[config.mk]
export PLATFORM = sky130hd
export DESIGN_NAME = epsd_ctrl
export DESIGN_NICKNAME = d
export VERILOG_FILES = /design/src/include/epsd_pkg.sv /design/src/design/epsd_ctrl.sv /design/src/design/epsd_chan_table.sv
export SDC_FILE = /design/constraint.sdc
export NUM_CORES = 1
export LEC_CHECK = 0
export BUFFER_PORTS_ARGS = -buffer_cell sky130_fd_sc_hd__buf_2
export CORE_UTILIZATION = 35
export CTS_BUF_LIST = sky130_fd_sc_hd__clkbuf_4 sky130_fd_sc_hd__clkbuf_8
export DETAILED_ROUTE_END_ITERATION = 12
export HOLD_SLACK_MARGIN = 0.06
export SLEW_MARGIN = 20
export SYNTH_ARGS = -nofsm -noshare
export SYNTH_HDL_FRONTEND = slang
export SYNTH_HIERARCHICAL = 1
export SYNTH_SLANG_ARGS = --single-unit
[constraint.sdc]
create_clock -name core_clk_in -period 5.6 [get_ports core_clk_in]
set_clock_uncertainty 0.2 [all_clocks]
set_input_delay 0 -clock core_clk_in [delete_from_list [all_inputs] [get_ports core_clk_in]]
set_output_delay 0 -clock core_clk_in [all_outputs]
set_load 0.02 [all_outputs]
[src/include/epsd_pkg.sv]
// epsd_pkg: constants, command codes and states for the external-port sdram / flyby block.
// assumes a single 125 MHz core clock; no software-visible registers.
package epsd_pkg;
   localparam int EPSD_CHANNELS = 4;
   localparam int EPSD_ADDR_W = 32;
   localparam int EPSD_ROW_W = 13;
   localparam int EPSD_COL_W = 10;
   localparam int EPSD_BANK_W = 2;
   // address field positions
   localparam int EPSD_REGION_HI = 31;
   localparam int EPSD_REGION_LO = 30;
   localparam logic [1:0] EPSD_REGION_SDRAM = 2'h1;
   localparam int EPSD_BANK_HI = 29;
   localparam int EPSD_BANK_LO = 28;
   localparam int EPSD_RSV_BIT = 27;
   localparam int EPSD_ROW_LO = 11;
   localparam int EPSD_COL_LO = 1;
   localparam int EPSD_WORD_BIT = 0;
   localparam int EPSD_A10_BIT = 10;
   // command encodings {ras_n, cas_n, we_n}
   localparam logic [2:0] EPSD_CMD_NOP = 3'h7;
   localparam logic [2:0] EPSD_CMD_ACT = 3'h3;
   localparam logic [2:0] EPSD_CMD_RD = 3'h5;
   localparam logic [2:0] EPSD_CMD_WR = 3'h4;
   localparam logic [2:0] EPSD_CMD_PRE = 3'h2;
   localparam logic [2:0] EPSD_CMD_REF = 3'h1;
   localparam logic [2:0] EPSD_CMD_MRS = 3'h0;
   // timing, in ns, and derived cycle counts at 125 MHz
   localparam int EPSD_CLK_PS = 8000;
   localparam int EPSD_TRCD_NS = 20;
   localparam int EPSD_TRP_NS = 20;
   localparam int EPSD_TRCD_CYC = (EPSD_TRCD_NS * 1000 + EPSD_CLK_PS - 1) / EPSD_CLK_PS;
   localparam int EPSD_TRP_CYC = (EPSD_TRP_NS * 1000 + EPSD_CLK_PS - 1) / EPSD_CLK_PS;
   localparam logic [3:0] EPSD_CNT_ONE = 4'h1;
   localparam logic [3:0] EPSD_CNT_ZERO = 4'h0;
   typedef enum logic [3:0] {
      EPSD_IDLE = 4'b0000,
      EPSD_ACT = 4'b0001,
      EPSD_RCD = 4'b0010,
      EPSD_RW = 4'b0011,
      EPSD_DATA = 4'b0100,
      EPSD_PRE = 4'b0101,
      EPSD_RP = 4'b0110,
      EPSD_REFRESH = 4'b0111,
      EPSD_MODE = 4'b1000,
      EPSD_SELF = 4'b1001,
      EPSD_GRANT = 4'b1010
   } epsd_state_t;
endpackage

[src/design/epsd_ctrl.sv]
`timescale 1ns/1ps
// epsd_ctrl: external-port sdram controller with flyby dma strobes and host grant hand-off.
// assumes requests, grant request and setup writes are synchronous to core_clk_in.
module epsd_ctrl
   import epsd_pkg::*;
#(
   parameter int CHANNELS = EPSD_CHANNELS
) (
   input wire logic core_clk_in,
   input wire logic rst_in,
   input wire logic [CHANNELS-1:0] ext_dma_request_in,
   input wire logic cfg_wr_in,
   input wire logic [1:0] cfg_chan_in,
   input wire logic [EPSD_ADDR_W-1:0] cfg_addr_in,
   input wire logic cfg_is_write_in,
   input wire logic cfg_flyby_in,
   input wire logic bus_master_in,
   input wire logic bus_64_in,
   input wire logic refresh_req_in,
   input wire logic mode_req_in,
   input wire logic host_bus_request_in,
   output logic host_bus_grant_out,
   output logic host_bus_grant_oe_out,
   output logic [CHANNELS-1:0] done_out,
   output logic io_write_strobe_n_out,
   output logic io_read_strobe_n_out,
   output logic io_device_output_enable_n_out,
   output logic io_strobes_oe_out,
   output logic [3:0] sdram_bank_select_n_out,
   output logic sdram_bank_select_oe_out,
   output logic ras_n_out,
   output logic cas_n_out,
   output logic sdram_write_strobe_n_out,
   output logic low_word_data_mask_out,
   output logic high_word_data_mask_out,
   output logic sdram_addr_bit_ten_out,
   output logic [EPSD_ROW_W-1:0] sdram_addr_out,
   output logic sdram_clock_enable_pin_out,
   output logic sdram_oe_out
);
   // ****************************************************************
   // channel setup and request selection
   // ****************************************************************
   logic [CHANNELS-1:0] init_ff;
   logic [EPSD_ADDR_W+1:0] setup_rd;
   logic [1:0] sel_ff;
   logic [1:0] nxt_sel;
   logic pick;
   epsd_state_t state_ff;
   epsd_state_t nxt_state;
   logic [3:0] wait_ff;
   logic [CHANNELS-1:0] live_req;
   logic [1:0] rd_sel;

   // in idle the table is read at the channel about to win, so its setup word stands before activate
   assign rd_sel = (state_ff == EPSD_IDLE) ? nxt_sel : sel_ff;

   epsd_chan_table u_table (
      .core_clk_in(core_clk_in),
      .wr_idx_in(cfg_chan_in),
      .wr_en_in(cfg_wr_in),
      .wr_data_in({cfg_flyby_in, cfg_is_write_in, cfg_addr_in}),
      .rd_idx_in(rd_sel),
      .rd_data_out(setup_rd)
   );

   // a channel becomes usable only after its setup word is written
   always_ff @(posedge core_clk_in) begin
      if (rst_in) begin
         init_ff <= '0;
      end else if (cfg_wr_in) begin
         init_ff[cfg_chan_in] <= 1'b1;
      end
   end

   // requests masked by initialization, so uninitialized ones never start anything
   genvar gi;
   generate
      for (gi = 0; gi < CHANNELS; gi++) begin : g_req
         assign live_req[gi] = ext_dma_request_in[gi] & init_ff[gi];
      end
   endgenerate

   // lowest numbered live request wins
   always_comb begin
      nxt_sel = sel_ff;
      pick = 1'b0;
      for (int i = CHANNELS - 1; i >= 0; i--) begin
         if (live_req[i]) begin
            nxt_sel = 2'(i);
            pick = 1'b1;
         end
      end
   end

   // ****************************************************************
   // sequencer
   // ****************************************************************
   logic cur_write;
   logic cur_flyby;
   logic [EPSD_ADDR_W-1:0] cur_addr;
   logic cur_valid;
   assign cur_flyby = setup_rd[EPSD_ADDR_W+1];
   assign cur_write = setup_rd[EPSD_ADDR_W];
   assign cur_addr = setup_rd[EPSD_ADDR_W-1:0];
   // reserved upper half of each bank window is not sdram
   assign cur_valid = (cur_addr[EPSD_REGION_HI:EPSD_REGION_LO] == EPSD_REGION_SDRAM)
                      && !cur_addr[EPSD_RSV_BIT];
   // activate goes out only once the setup word is known good, never for a refused address
   logic act_go;
   assign act_go = (state_ff == EPSD_ACT) && cur_valid;

   always_comb begin
      nxt_state = state_ff;
      case (state_ff)
         EPSD_IDLE: begin
            if (host_bus_request_in) begin
               nxt_state = EPSD_SELF;
            end else if (refresh_req_in) begin
               nxt_state = EPSD_REFRESH;
            end else if (mode_req_in) begin
               nxt_state = EPSD_MODE;
            end else if (pick && bus_master_in) begin
               nxt_state = EPSD_ACT;
            end
         end
         EPSD_ACT: nxt_state = cur_valid ? EPSD_RCD : EPSD_IDLE;
         EPSD_RCD: nxt_state = (wait_ff <= EPSD_CNT_ONE) ? EPSD_RW : EPSD_RCD;
         EPSD_RW: nxt_state = EPSD_DATA;
         EPSD_DATA: nxt_state = EPSD_PRE;
         EPSD_PRE: nxt_state = EPSD_RP;
         EPSD_RP: nxt_state = (wait_ff <= EPSD_CNT_ONE) ? EPSD_IDLE : EPSD_RP;
         EPSD_REFRESH: nxt_state = EPSD_IDLE;
         EPSD_MODE: nxt_state = EPSD_IDLE;
         EPSD_SELF: nxt_state = EPSD_GRANT;
         EPSD_GRANT: nxt_state = host_bus_request_in ? EPSD_GRANT : EPSD_IDLE;
         default: nxt_state = EPSD_IDLE;
      endcase
   end

   // state register
   always_ff @(posedge core_clk_in) begin
      if (rst_in) begin
         state_ff <= EPSD_IDLE;
      end else begin
         state_ff <= nxt_state;
      end
   end

   // channel choice is frozen once a transfer starts so the setup read stays stable
   always_ff @(posedge core_clk_in) begin
      if (rst_in) begin
         sel_ff <= 2'h0;
      end else if (state_ff == EPSD_IDLE) begin
         sel_ff <= nxt_sel;
      end
   end

   // wait counters for row-to-column and precharge delays
   always_ff @(posedge core_clk_in) begin
      if (rst_in) begin
         wait_ff <= EPSD_CNT_ZERO;
      end else if (state_ff == EPSD_ACT) begin
         wait_ff <= 4'(EPSD_TRCD_CYC); // activate leaves with this edge, so a full trcd count follows
      end else if (state_ff == EPSD_PRE) begin
         wait_ff <= 4'(EPSD_TRP_CYC - 1);
      end else if (wait_ff != EPSD_CNT_ZERO) begin
         wait_ff <= wait_ff - EPSD_CNT_ONE;
      end
   end

   // ****************************************************************
   // sdram pins
   // ****************************************************************
   logic [2:0] nxt_cmd;
   logic nxt_cs;
   always_comb begin
      nxt_cmd = EPSD_CMD_NOP;
      nxt_cs = 1'b0;
      case (nxt_state)
         EPSD_RCD: begin
            nxt_cmd = act_go ? EPSD_CMD_ACT : EPSD_CMD_NOP;
            nxt_cs = act_go;
         end
         EPSD_RW: begin
            nxt_cmd = cur_write ? EPSD_CMD_WR : EPSD_CMD_RD;
            nxt_cs = 1'b1;
         end
         EPSD_PRE: begin
            nxt_cmd = EPSD_CMD_PRE;
            nxt_cs = 1'b1;
         end
         EPSD_REFRESH, EPSD_SELF: begin
            nxt_cmd = EPSD_CMD_REF;
            nxt_cs = 1'b1;
         end
         EPSD_MODE: begin
            nxt_cmd = EPSD_CMD_MRS;
            nxt_cs = 1'b1;
         end
         default: begin
            nxt_cmd = EPSD_CMD_NOP;
            nxt_cs = 1'b0;
         end
      endcase
   end

   // command strobes, bank select and address; act only reached for valid region
   always_ff @(posedge core_clk_in) begin
      if (rst_in) begin
         {ras_n_out, cas_n_out, sdram_write_strobe_n_out} <= EPSD_CMD_NOP;
         sdram_bank_select_n_out <= 4'hF;
         sdram_addr_out <= '0;
         sdram_addr_bit_ten_out <= 1'b0;
      end else begin
         {ras_n_out, cas_n_out, sdram_write_strobe_n_out} <= nxt_cmd;
         sdram_bank_select_n_out <= 4'hF;
         if (nxt_cs) begin
            // refresh and mode hit every bank; reads and writes decode the bank field
            if (act_go || nxt_state == EPSD_RW) begin
               sdram_bank_select_n_out <= ~(4'h1 << cur_addr[EPSD_BANK_HI:EPSD_BANK_LO]);
            end else begin
               sdram_bank_select_n_out <= 4'h0;
            end
         end
         if (act_go) begin
            sdram_addr_out <= cur_addr[EPSD_ROW_LO +: EPSD_ROW_W];
            sdram_addr_bit_ten_out <= cur_addr[EPSD_ROW_LO + EPSD_A10_BIT];
         end else if (nxt_state == EPSD_RW) begin
            sdram_addr_out <= EPSD_ROW_W'(cur_addr[EPSD_COL_LO +: EPSD_COL_W]);
            sdram_addr_bit_ten_out <= 1'b0;
         end else begin
            // precharge all banks uses a10 high without touching the shared bus
            sdram_addr_bit_ten_out <= (nxt_state == EPSD_PRE);
         end
      end
   end

   // data masks, driven only with the write command (column strobe low)
   always_ff @(posedge core_clk_in) begin
      if (rst_in) begin
         low_word_data_mask_out <= 1'b0;
         high_word_data_mask_out <= 1'b0;
      end else if (nxt_state == EPSD_RW && cur_write) begin
         low_word_data_mask_out <= bus_64_in && cur_addr[EPSD_WORD_BIT];
         high_word_data_mask_out <= !bus_64_in || !cur_addr[EPSD_WORD_BIT];
      end else begin
         low_word_data_mask_out <= 1'b0;
         high_word_data_mask_out <= 1'b0;
      end
   end

   // clock enable: low from self-refresh entry until the host lets go
   always_ff @(posedge core_clk_in) begin
      if (rst_in) begin
         sdram_clock_enable_pin_out <= 1'b1;
      end else begin
         sdram_clock_enable_pin_out <= !(nxt_state == EPSD_SELF || nxt_state == EPSD_GRANT);
      end
   end

   // ****************************************************************
   // flyby strobes, enables and grant
   // ****************************************************************
   always_ff @(posedge core_clk_in) begin
      if (rst_in) begin
         io_write_strobe_n_out <= 1'b1;
         io_read_strobe_n_out <= 1'b1;
         io_device_output_enable_n_out <= 1'b1;
      end else begin
         io_write_strobe_n_out <= !(nxt_state == EPSD_DATA && cur_flyby && !cur_write);
         io_read_strobe_n_out <= !(nxt_state == EPSD_DATA && cur_flyby && cur_write);
         io_device_output_enable_n_out <= !(nxt_state == EPSD_DATA && cur_flyby && cur_write);
      end
   end

   // output enables: master only; all but the grant enable floated during host grant
   always_ff @(posedge core_clk_in) begin
      if (rst_in) begin
         sdram_oe_out <= 1'b0;
         sdram_bank_select_oe_out <= 1'b0;
         io_strobes_oe_out <= 1'b0;
         host_bus_grant_out <= 1'b1;
         host_bus_grant_oe_out <= 1'b0;
      end else begin
         sdram_oe_out <= bus_master_in && nxt_state != EPSD_GRANT;
         sdram_bank_select_oe_out <= bus_master_in && nxt_state != EPSD_GRANT;
         io_strobes_oe_out <= bus_master_in && nxt_state != EPSD_GRANT;
         host_bus_grant_out <= !(nxt_state == EPSD_GRANT);
         host_bus_grant_oe_out <= bus_master_in;
      end
   end

   // one-cycle completion pulse per channel at end of data cycle
   always_ff @(posedge core_clk_in) begin
      if (rst_in) begin
         done_out <= '0;
      end else begin
         done_out <= '0;
         if (state_ff == EPSD_DATA) begin
            done_out[sel_ff] <= 1'b1;
         end
      end
   end
endmodule

[src/design/epsd_chan_table.sv]
`timescale 1ns/1ps
// epsd_chan_table: per-channel setup memory for external dma channels.
// assumes the owner writes setup words before raising the matching request; read data registered.
module epsd_chan_table
   import epsd_pkg::*;
#(
   parameter int WIDTH = EPSD_ADDR_W + 2,
   parameter int DEPTH = EPSD_CHANNELS
) (
   input wire logic core_clk_in,
   input wire logic [$clog2(DEPTH)-1:0] wr_idx_in,
   input wire logic wr_en_in,
   input wire logic [WIDTH-1:0] wr_data_in,
   input wire logic [$clog2(DEPTH)-1:0] rd_idx_in,
   output logic [WIDTH-1:0] rd_data_out
);
   logic [WIDTH-1:0] mem_ff [DEPTH];
   // one write port, one registered read port
   always_ff @(posedge core_clk_in) begin
      if (wr_en_in) begin
         mem_ff[wr_idx_in] <= wr_data_in;
      end
      rd_data_out <= mem_ff[rd_idx_in];
   end
endmodule

==> results of run 1 <==
==> per-layer routing <==
metal	up-vias	routed length, um	track usage
met4	0	326	0.0505
met5	-	0	0
li1	1999	-	-
met2	131	6800	0.225
met1	2056	5870	0.167
met3	35	835	0.0382
==> final timing paths <==
path,startpoint,end,cells past startpoint
worst max-delay path,state_ff[1],u_table/rd_data_out[33],5
worst min register to register,sdram_addr_out[10],sdram_addr_out[10],2
worst min-delay path,cfg_addr_in[2],u_table/mem_ff[3][2],2
worst max register to register,state_ff[1],u_table/rd_data_out[33],5
==> through the flow <==
stage                      util  total power, mW  cells
after floorplan               -             2.41    426
after global placement    0.387             2.55    761
after detailed placement  0.387             2.57    761
after CTS                 0.458             3.91    896
after global routing      0.458             4.07    896
final                     0.458             3.86    896
==> layout make-up <==
type | count | share of cell area
clock buffers | 55 | 0.0702
clock inverters | 6 | 0.00392
inverters | 9 | 0.00365
multi-input cells | 193 | 0.187
flip-flops and latches | 202 | 0.570
well taps | 270 | 0.0365
repair buffers | 161 | 0.129
==> registers in the layout (all words and copies together) (netlist names), 2 cells and up <==
signal	cells
wait_ff	4
done_out	4
sdram_addr_out	13
state_ff	4
init_ff	4
sdram_bank_select_n_out	4
u_table/mem_ff	124
u_table/rd_data_out	31
sel_ff	2
==> power by group <==
part	leakage (nW)	internal, mW	switching (mW)	total [mW]
registers	1.78	1.76	0.0981	1.86
logic	1.21	0.328	0.386	0.714
clock network	0.371	0.739	0.544	1.28
total	3.36	2.83	1.03	3.86
==> worst max-delay path, stage by stage (launching register included) <==
cell and delay (ns):
dfxtp_1 0.42, or4_2 0.79, a21oi_1 0.17, o22a_2 0.46, buf_4 0.46, mux4_1 0.59
==> summary.txt, run 1 <==
Outcome
  • Status: completed

Power
  • Cell Pwr Density: 416 nW/um2
  • Lkg Pwr: 3.36 nW
  • Worst IR Drop VDD: 0.166 mV

Critical path
  • Critical Path AT: 3.42 ns
  • Critical path class: reg2reg
  • Endpoint class of the critical path: register
  • Type of origin of the critical path: register
  • Req. time, crit path: 5.78 ns
  • Worst Path Max Fanout: 20
  • Reg2Reg Setup Slack: 2.36 ns

Timing
  • Setup TNS: 0 ns
  • Max-slew headroom: 0.341
  • Final Critical Period: 3.24 ns
  • Final Hold Fails: 0
  • Unrepaired setup endpoints after global routing: false
  • Fmax: 0.308 GHz
  • PnR worst setup slack: 2.36 ns
  • Finish-stage setup viols: 0
  • Max-slew violations: 0
  • Hold WS: 0.0828 ns
  • Worst slew pin tran: 0.985 ns
  • Tcrit/Tclk final: 0.579

CTS
  • Postcts setup bufs: 0
  • Clock net sink count: 202
  • Num CTS Buffers: 34
  • CTS tree: done
  • Cts repair resizes: 0
  • Clk buf depth: 3
  • Clock latency on the worst-skew pair: 0.50 ns
  • H-tree levels: 2
  • Worst-path clk slew: 0.06 ns
  • CTS root buf: clkbuf_8
  • Hold Buf Count CTS: 74

Final layout
  • Nets: 652
  • FF/Latch Area: 5290 um2
  • Most common cell after layout, fill and taps aside: edfxtp_1
  • Final non-filler cell area: 9270 um2
  • Most frequent cells in the layout: 124 x edfxtp_1, 80 x buf_2, 78 x dfxtp_1
  • Number of diodes: 0
  • Area occupied by multi-input gates: 1730 um2
  • Fraction of layout instances using a drive strength above 1: 0.284
  • Layout fillers: 1,809
  • Area grow syn2layout: 28.2%

Floorplanning
  • Num rows: 52
  • Die Span Y: 146 um
  • Initial core utilization: 0.357
  • Ports: 84
  • Die width: 146 um
  • Die area: 21,200 um2
  • Core footprint: 20,200 um2

Route
  • Vias after detailed routing: 4,221
  • Remaining DRCs: 0
  • Detail Route Antenna Nets: 0
  • Iter 0 DRT Violations: 204
  • First drt pass iteration count: 6
  • Per-cell routed wire length: 15.4 um
  • Via/cell ratio: 4.71
  • Detailed-route wire length: 13.8 mm

Hold path
  • HP Class: in2reg

Place
  • Port buffer count: 80
  • DP Area: 7840 um2
  • DPL Wire Length: 8.16 mm
  • Gpl congestion: 0.829
  • Post-Place Setup Slack: 2.29 ns

Global route
  • Initial antenna violation count: 0
  • First-pass GRT wire length: 22.3 mm
  • Remaining Overflow, GRT: 0
  • Largest net degree at the start of global routing: 33
  • Vias in the first global route: 4,354
  • GRT Total Usage: 0.135

Run
  • # Max-Cap Violations: 0

Yosys
  • Mapped Nets: 477
  • Post-Syn Area per Cell: 17.0 um2
  • Mapped Cells: 426
  • YS warnings: 6
  • Syn Std Cell Area: 7230 um2
No activity file was read; power rests on OpenSTA's default activity.
==> inputs of run 2 (changes only) <==
clock period = 2.76 ns   (was 5.6 ns; I/O delays follow)
==> summary.txt, run 2 (synthesized netlist as in run 1, its figures left out) <==
Outcome
  • Status: completed

CTS
  • Clock latency on the worst-skew pair: 0.56 ns
  • CTS tree: done
  • CTS root buf: clkbuf_8
  • Worst-path clk slew: 0.06 ns
  • Clk buf depth: 3
  • Cts repair resizes: 0
  • H-tree levels: 1
  • Postcts setup bufs: 0
  • Clock net sink count: 202
  • Num CTS Buffers: 31

Critical path
  • Worst Path Max Fanout: 17
  • Crit-path cells: or4_2 -> a21oi_1 -> o22a_2 -> buf_12 -> mux4_1
  • Critical path class: reg2reg
  • CP max stage cell: or4_2
  • Crit path depth: 5
  • Reg2Reg Capture Point: u_table/rd_data_out[33]
  • Req. time, crit path: 2.98 ns
  • Launch point of the worst path: state_ff[0]
  • Critical Path AT: 2.76 ns
  • Delay-heaviest family, CP: simple AND/OR/NAND/NOR gates
  • Endpoint class of the critical path: register
  • Buf+Inv Stages, Crit Path: 1
  • CP peak stage delay: 0.75 ns
  • Reg2Reg Setup Slack: 0.22 ns
  • R2R cell count: 5
  • Type of origin of the critical path: register
  • CP endpoint: u_table/rd_data_out[33]
  • Reg2reg start: state_ff[0]

Route
  • Per-cell routed wire length: 15.7 um
  • Detailed-route wire length: 14.2 mm
  • Via/cell ratio: 4.69
  • Iter 0 DRT Violations: 186
  • Vias after detailed routing: 4,255
  • Detail Route Antenna Nets: 0
  • First drt pass iteration count: 4
  • Remaining DRCs: 0

Power
  • Cell Pwr Density: 856 nW/um2
  • Overall power: 8.13 mW
  • Worst IR Drop VDD: 0.294 mV
  • Lkg Pwr: 3.47 nW

Floorplanning
  • Initial core utilization: 0.357
  • Num rows: 52
  • Die area: 21,200 um2
  • Ports: 84
  • Die width: 146 um
  • Die Span Y: 146 um
  • Core footprint: 20,200 um2

Hold path
  • Hold path start: ext_dma_request_in[1]
  • HP Class: in2reg

Final layout
  • Most frequent cells in the layout: 124 x edfxtp_1, 82 x dlygate4sd3_1, 80 x buf_2
  • Final non-filler cell area: 9500 um2
  • Layout fillers: 1,777
  • Nets: 663
  • Area grow syn2layout: 31.4%
  • Biggest regs: u_table/mem_ff x124, u_table/rd_data_out x31, sdram_addr_out x13
  • Most common cell after layout, fill and taps aside: edfxtp_1
  • Biggest register: u_table/mem_ff
  • Max reg flops: 124
  • Fraction of layout instances using a drive strength above 1: 0.287

Global route
  • GRT Total Usage: 0.137
  • Largest net degree at the start of global routing: 33
  • Initial antenna violation count: 1
  • Remaining Overflow, GRT: 0
  • Vias in the first global route: 4,533
  • First-pass GRT wire length: 23.0 mm

Timing
  • Final Hold Fails: 0
  • Final Critical Period: 2.54 ns
  • Finish-stage setup viols: 0
  • Setup TNS: 0 ns
  • Max-slew headroom: 0.554
  • Worst slew pin tran: 0.670 ns
  • Fmax: 0.394 GHz
  • Max-slew violations: 0
  • Tcrit/Tclk final: 0.919
  • Unrepaired setup endpoints after global routing: false
  • PnR worst setup slack: 0.223 ns

Run
  • # Max-Cap Violations: 0

Place
  • Post-Place Setup Slack: 0.219 ns
  • DPL Wire Length: 8.46 mm
  • Port buffer count: 80
  • DP Area: 7930 um2
  • Gpl congestion: 0.864
## run 2: area by class of cell
class	instances	area [um2]	area share
tap	270	338	0.0356
antenna	1	2.50	0.000263
multi-input combinational	193	1740	0.183
timing repair buffer	175	1360	0.143
inverter	9	33.8	0.00356
clock inverter	8	120	0.0126
sequential	202	5290	0.556
clock buffer	50	626	0.0659
## run 2: repair_timing
action | CTS | global route
hold endpoints to repair | 229 | 0
setup endpoints to repair | 0 | 0
hold buffers | 82 | 0
## run 2: how the worst min path moves through the flow
stage                     cells after the start  slack (ns)                   end
after CTS                                     5        0.09             sel_ff[1]
after global placement                        1        0.01  u_table/mem_ff[1][4]
final                                         5        0.11             sel_ff[1]
after global routing                          5        0.12             sel_ff[1]
after floorplan                               0       -0.10  u_table/mem_ff[0][0]
after detailed placement                      1        0.02  u_table/mem_ff[0][4]
## run 2: power by group
part | leakage [nW] | switching, mW | total [mW] | internal (mW)
Sequential | 1.78 | 0.140 | 3.71 | 3.57
Clock | 0.395 | 1.10 | 2.82 | 1.72
Combinational | 1.29 | 0.861 | 1.60 | 0.737
Total | 3.47 | 2.10 | 8.13 | 6.03
## run 2: worst min-delay path, delay by kind of cell
family,cells,cell delay [ns]
compound gates,2,0.35
buf+inv,2,0.29
simple gates,1,0.17
## run 2: stage by stage
| stage | util | hold slack [ns] | instances |
|---|---|---|---|
| finish | 0.469 | 0.107 | 908 |
| global placement | 0.392 | 0.00986 | 767 |
| CTS | 0.469 | 0.0931 | 907 |
| global route | 0.469 | 0.125 | 908 |
| floorplan | - | -0.101 | 426 |
| detailed placement | 0.392 | 0.0174 | 767 |
## run 2: routing by layer
layer / global-route usage / share of wire
met5: 0 / 0
met4: 0.0442 / 0.021
met3: 0.0304 / 0.050
met2: 0.242 / 0.51
met1: 0.167 / 0.42
==> inputs of run 3 (changes only) <==
CAP_MARGIN = 25   (was not set)
CORE_UTILIZATION = 51   (was 35)
PLACE_DENSITY = 0.74   (was not set)
SKIP_CTS_REPAIR_TIMING = 1   (was not set)
==> summary.txt, run 3 (synthesized netlist as in run 1, its figures left out) <==
Outcome
  • Status: completed

CTS
  • Clock net sink count: 202
  • CTS tree: done
  • Clock latency on the worst-skew pair: 0.55 ns
  • Clk buf depth: 3
  • H-tree levels: 1
  • Num CTS Buffers: 30
  • CTS root buf: clkbuf_8
  • Worst-path clk slew: 0.06 ns

Final layout
  • FF/Latch Area: 5290 um2
  • Non-filler cells, final: 812
  • Fin util: 0.662
  • Biggest regs: u_table/mem_ff x124, u_table/rd_data_out x31, sdram_addr_out x13
  • Area grow syn2layout: 27.0%
  • Number of diodes: 0
  • Biggest register: u_table/mem_ff
  • Fraction of layout instances using a drive strength above 1: 0.275
  • Layout fillers: 953
  • Most common cell after layout, fill and taps aside: edfxtp_1
  • Max reg flops: 124
  • Area occupied by multi-input gates: 1740 um2
  • Most frequent cells in the layout: 124 x edfxtp_1, 80 x buf_2, 78 x dfxtp_1
  • Nets: 659

Timing
  • Worst slew pin tran: 0.667 ns
  • Max-slew violations: 0
  • Max-slew headroom: 0.555
  • PnR worst setup slack: 0.292 ns
  • Fmax: 0.405 GHz
  • Final Critical Period: 2.47 ns
  • Hold WS: 0.0633 ns
  • Tcrit/Tclk final: 0.894
  • Setup TNS: 0 ns
  • Unrepaired setup endpoints after global routing: false
  • Final Hold Fails: 0
  • Finish-stage setup viols: 0

Route
  • Per-cell routed wire length: 17.3 um
  • First drt pass iteration count: 4
  • Detail Route Antenna Nets: 0
  • Vias after detailed routing: 4,332
  • Detailed-route wire length: 14.0 mm
  • Remaining DRCs: 0
  • Iter 0 DRT Violations: 405
  • Via/cell ratio: 5.33

Critical path
  • Critical Path AT: 2.69 ns
  • Req. time, crit path: 2.98 ns
  • Endpoint class of the critical path: register
  • R2R cell count: 5
  • Reg2Reg Setup Slack: 0.29 ns
  • Reg2Reg Capture Point: u_table/rd_data_out[2]
  • Worst Path Max Fanout: 11
  • Launch point of the worst path: state_ff[0]
  • Type of origin of the critical path: register
  • Reg2reg start: state_ff[0]
  • Critical path class: reg2reg

Place
  • Post-Place Setup Slack: 0.265 ns
  • DPL Wire Length: 8.46 mm
  • Gpl congestion: 0.865
  • Placed insts: 679
  • Port buffer count: 80

Global route
  • Largest net degree at the start of global routing: 33
  • Remaining Overflow, GRT: 0
  • Vias in the first global route: 4,089
  • GRT Total Usage: 0.191
  • Initial antenna violation count: 0
  • First-pass GRT wire length: 21.1 mm

Power
  • Lkg Pwr: 3.37 nW
  • Cell Pwr Density: 831 nW/um2
  • Worst IR Drop VDD: 0.359 mV

Floorplanning
  • Core footprint: 13,900 um2
  • Die Span Y: 121 um
  • Ports: 84
  • Die width: 121 um
  • Initial core utilization: 0.521
  • Num rows: 43
  • Die area: 14,700 um2

Hold path
  • Hold EP: state_ff[0]
  • HP Class: in2reg
  • Hold depth: 5
  • Hold path start: ext_dma_request_in[3]

Run
  • # Max-Cap Violations: 0
run 3: cell types whose count changed in the layout (fill, tap and decap cells not counted):
cell           previous run  this run
clkbuf_8                 40        34
buf_12                    3         2
clkinv_1                  1        10
bufinv_16                 3         0
dlygate4sd3_1            82        77
clkinv_2                  3         1
buf_4                    10        13
inv_8                     1         0
inv_6                     0         1
diode_2                   1         0
run 3: cell type report:
class                   instances  area share
multi-input cells             193       0.189
flip-flops and latches        202       0.575
clock inverters                12     0.00559
well taps                     180      0.0245
clock buffers                  44      0.0591
repair buffers                172       0.143
inverters                       9     0.00368
run 3: worst max-delay path by stage:
stage / to / slack [ns]
after detailed placement: u_table/rd_data_out[2] / 0.27
after global placement: u_table/rd_data_out[0] / 0.28
final: u_table/rd_data_out[2] / 0.29
after global routing: sdram_oe_out / 0.16
after floorplan: u_table/rd_data_out[10] / 0.27
after CTS: u_table/rd_data_out[0] / 0.26
run 3: per-stage QoR:
step | power (mW) | instance area [um2]
after CTS | 7.62 | 8410
after detailed placement | 5.30 | 7820
after global routing | 8.01 | 9180
final | 7.64 | 9180
after floorplan | 4.88 | 7240
after global placement | 5.24 | 7820
run 3: metal layers:
layer | global-route usage | up-vias | share of wire | wire length, um
li1 | - | 2016 | - | -
met1 | 0.233 | 2143 | 0.40 | 5650
met2 | 0.328 | 152 | 0.52 | 7300
met3 | 0.0461 | 21 | 0.061 | 850
met4 | 0.0710 | 0 | 0.018 | 246
met5 | 0 | - | 0 | 0
run 3: where the power goes:
part / switching, mW / internal, mW
clock: 1.06 / 1.26
sequential: 0.149 / 3.57
combinational: 0.862 / 0.737
run 3: critical path, cell delays in order, from the launching register on:
cell,delay (ns)
dfxtp_1,0.31
or4_2,0.68
a21oi_1,0.14
o22a_2,0.20
buf_4,0.25
mux4_1,0.58
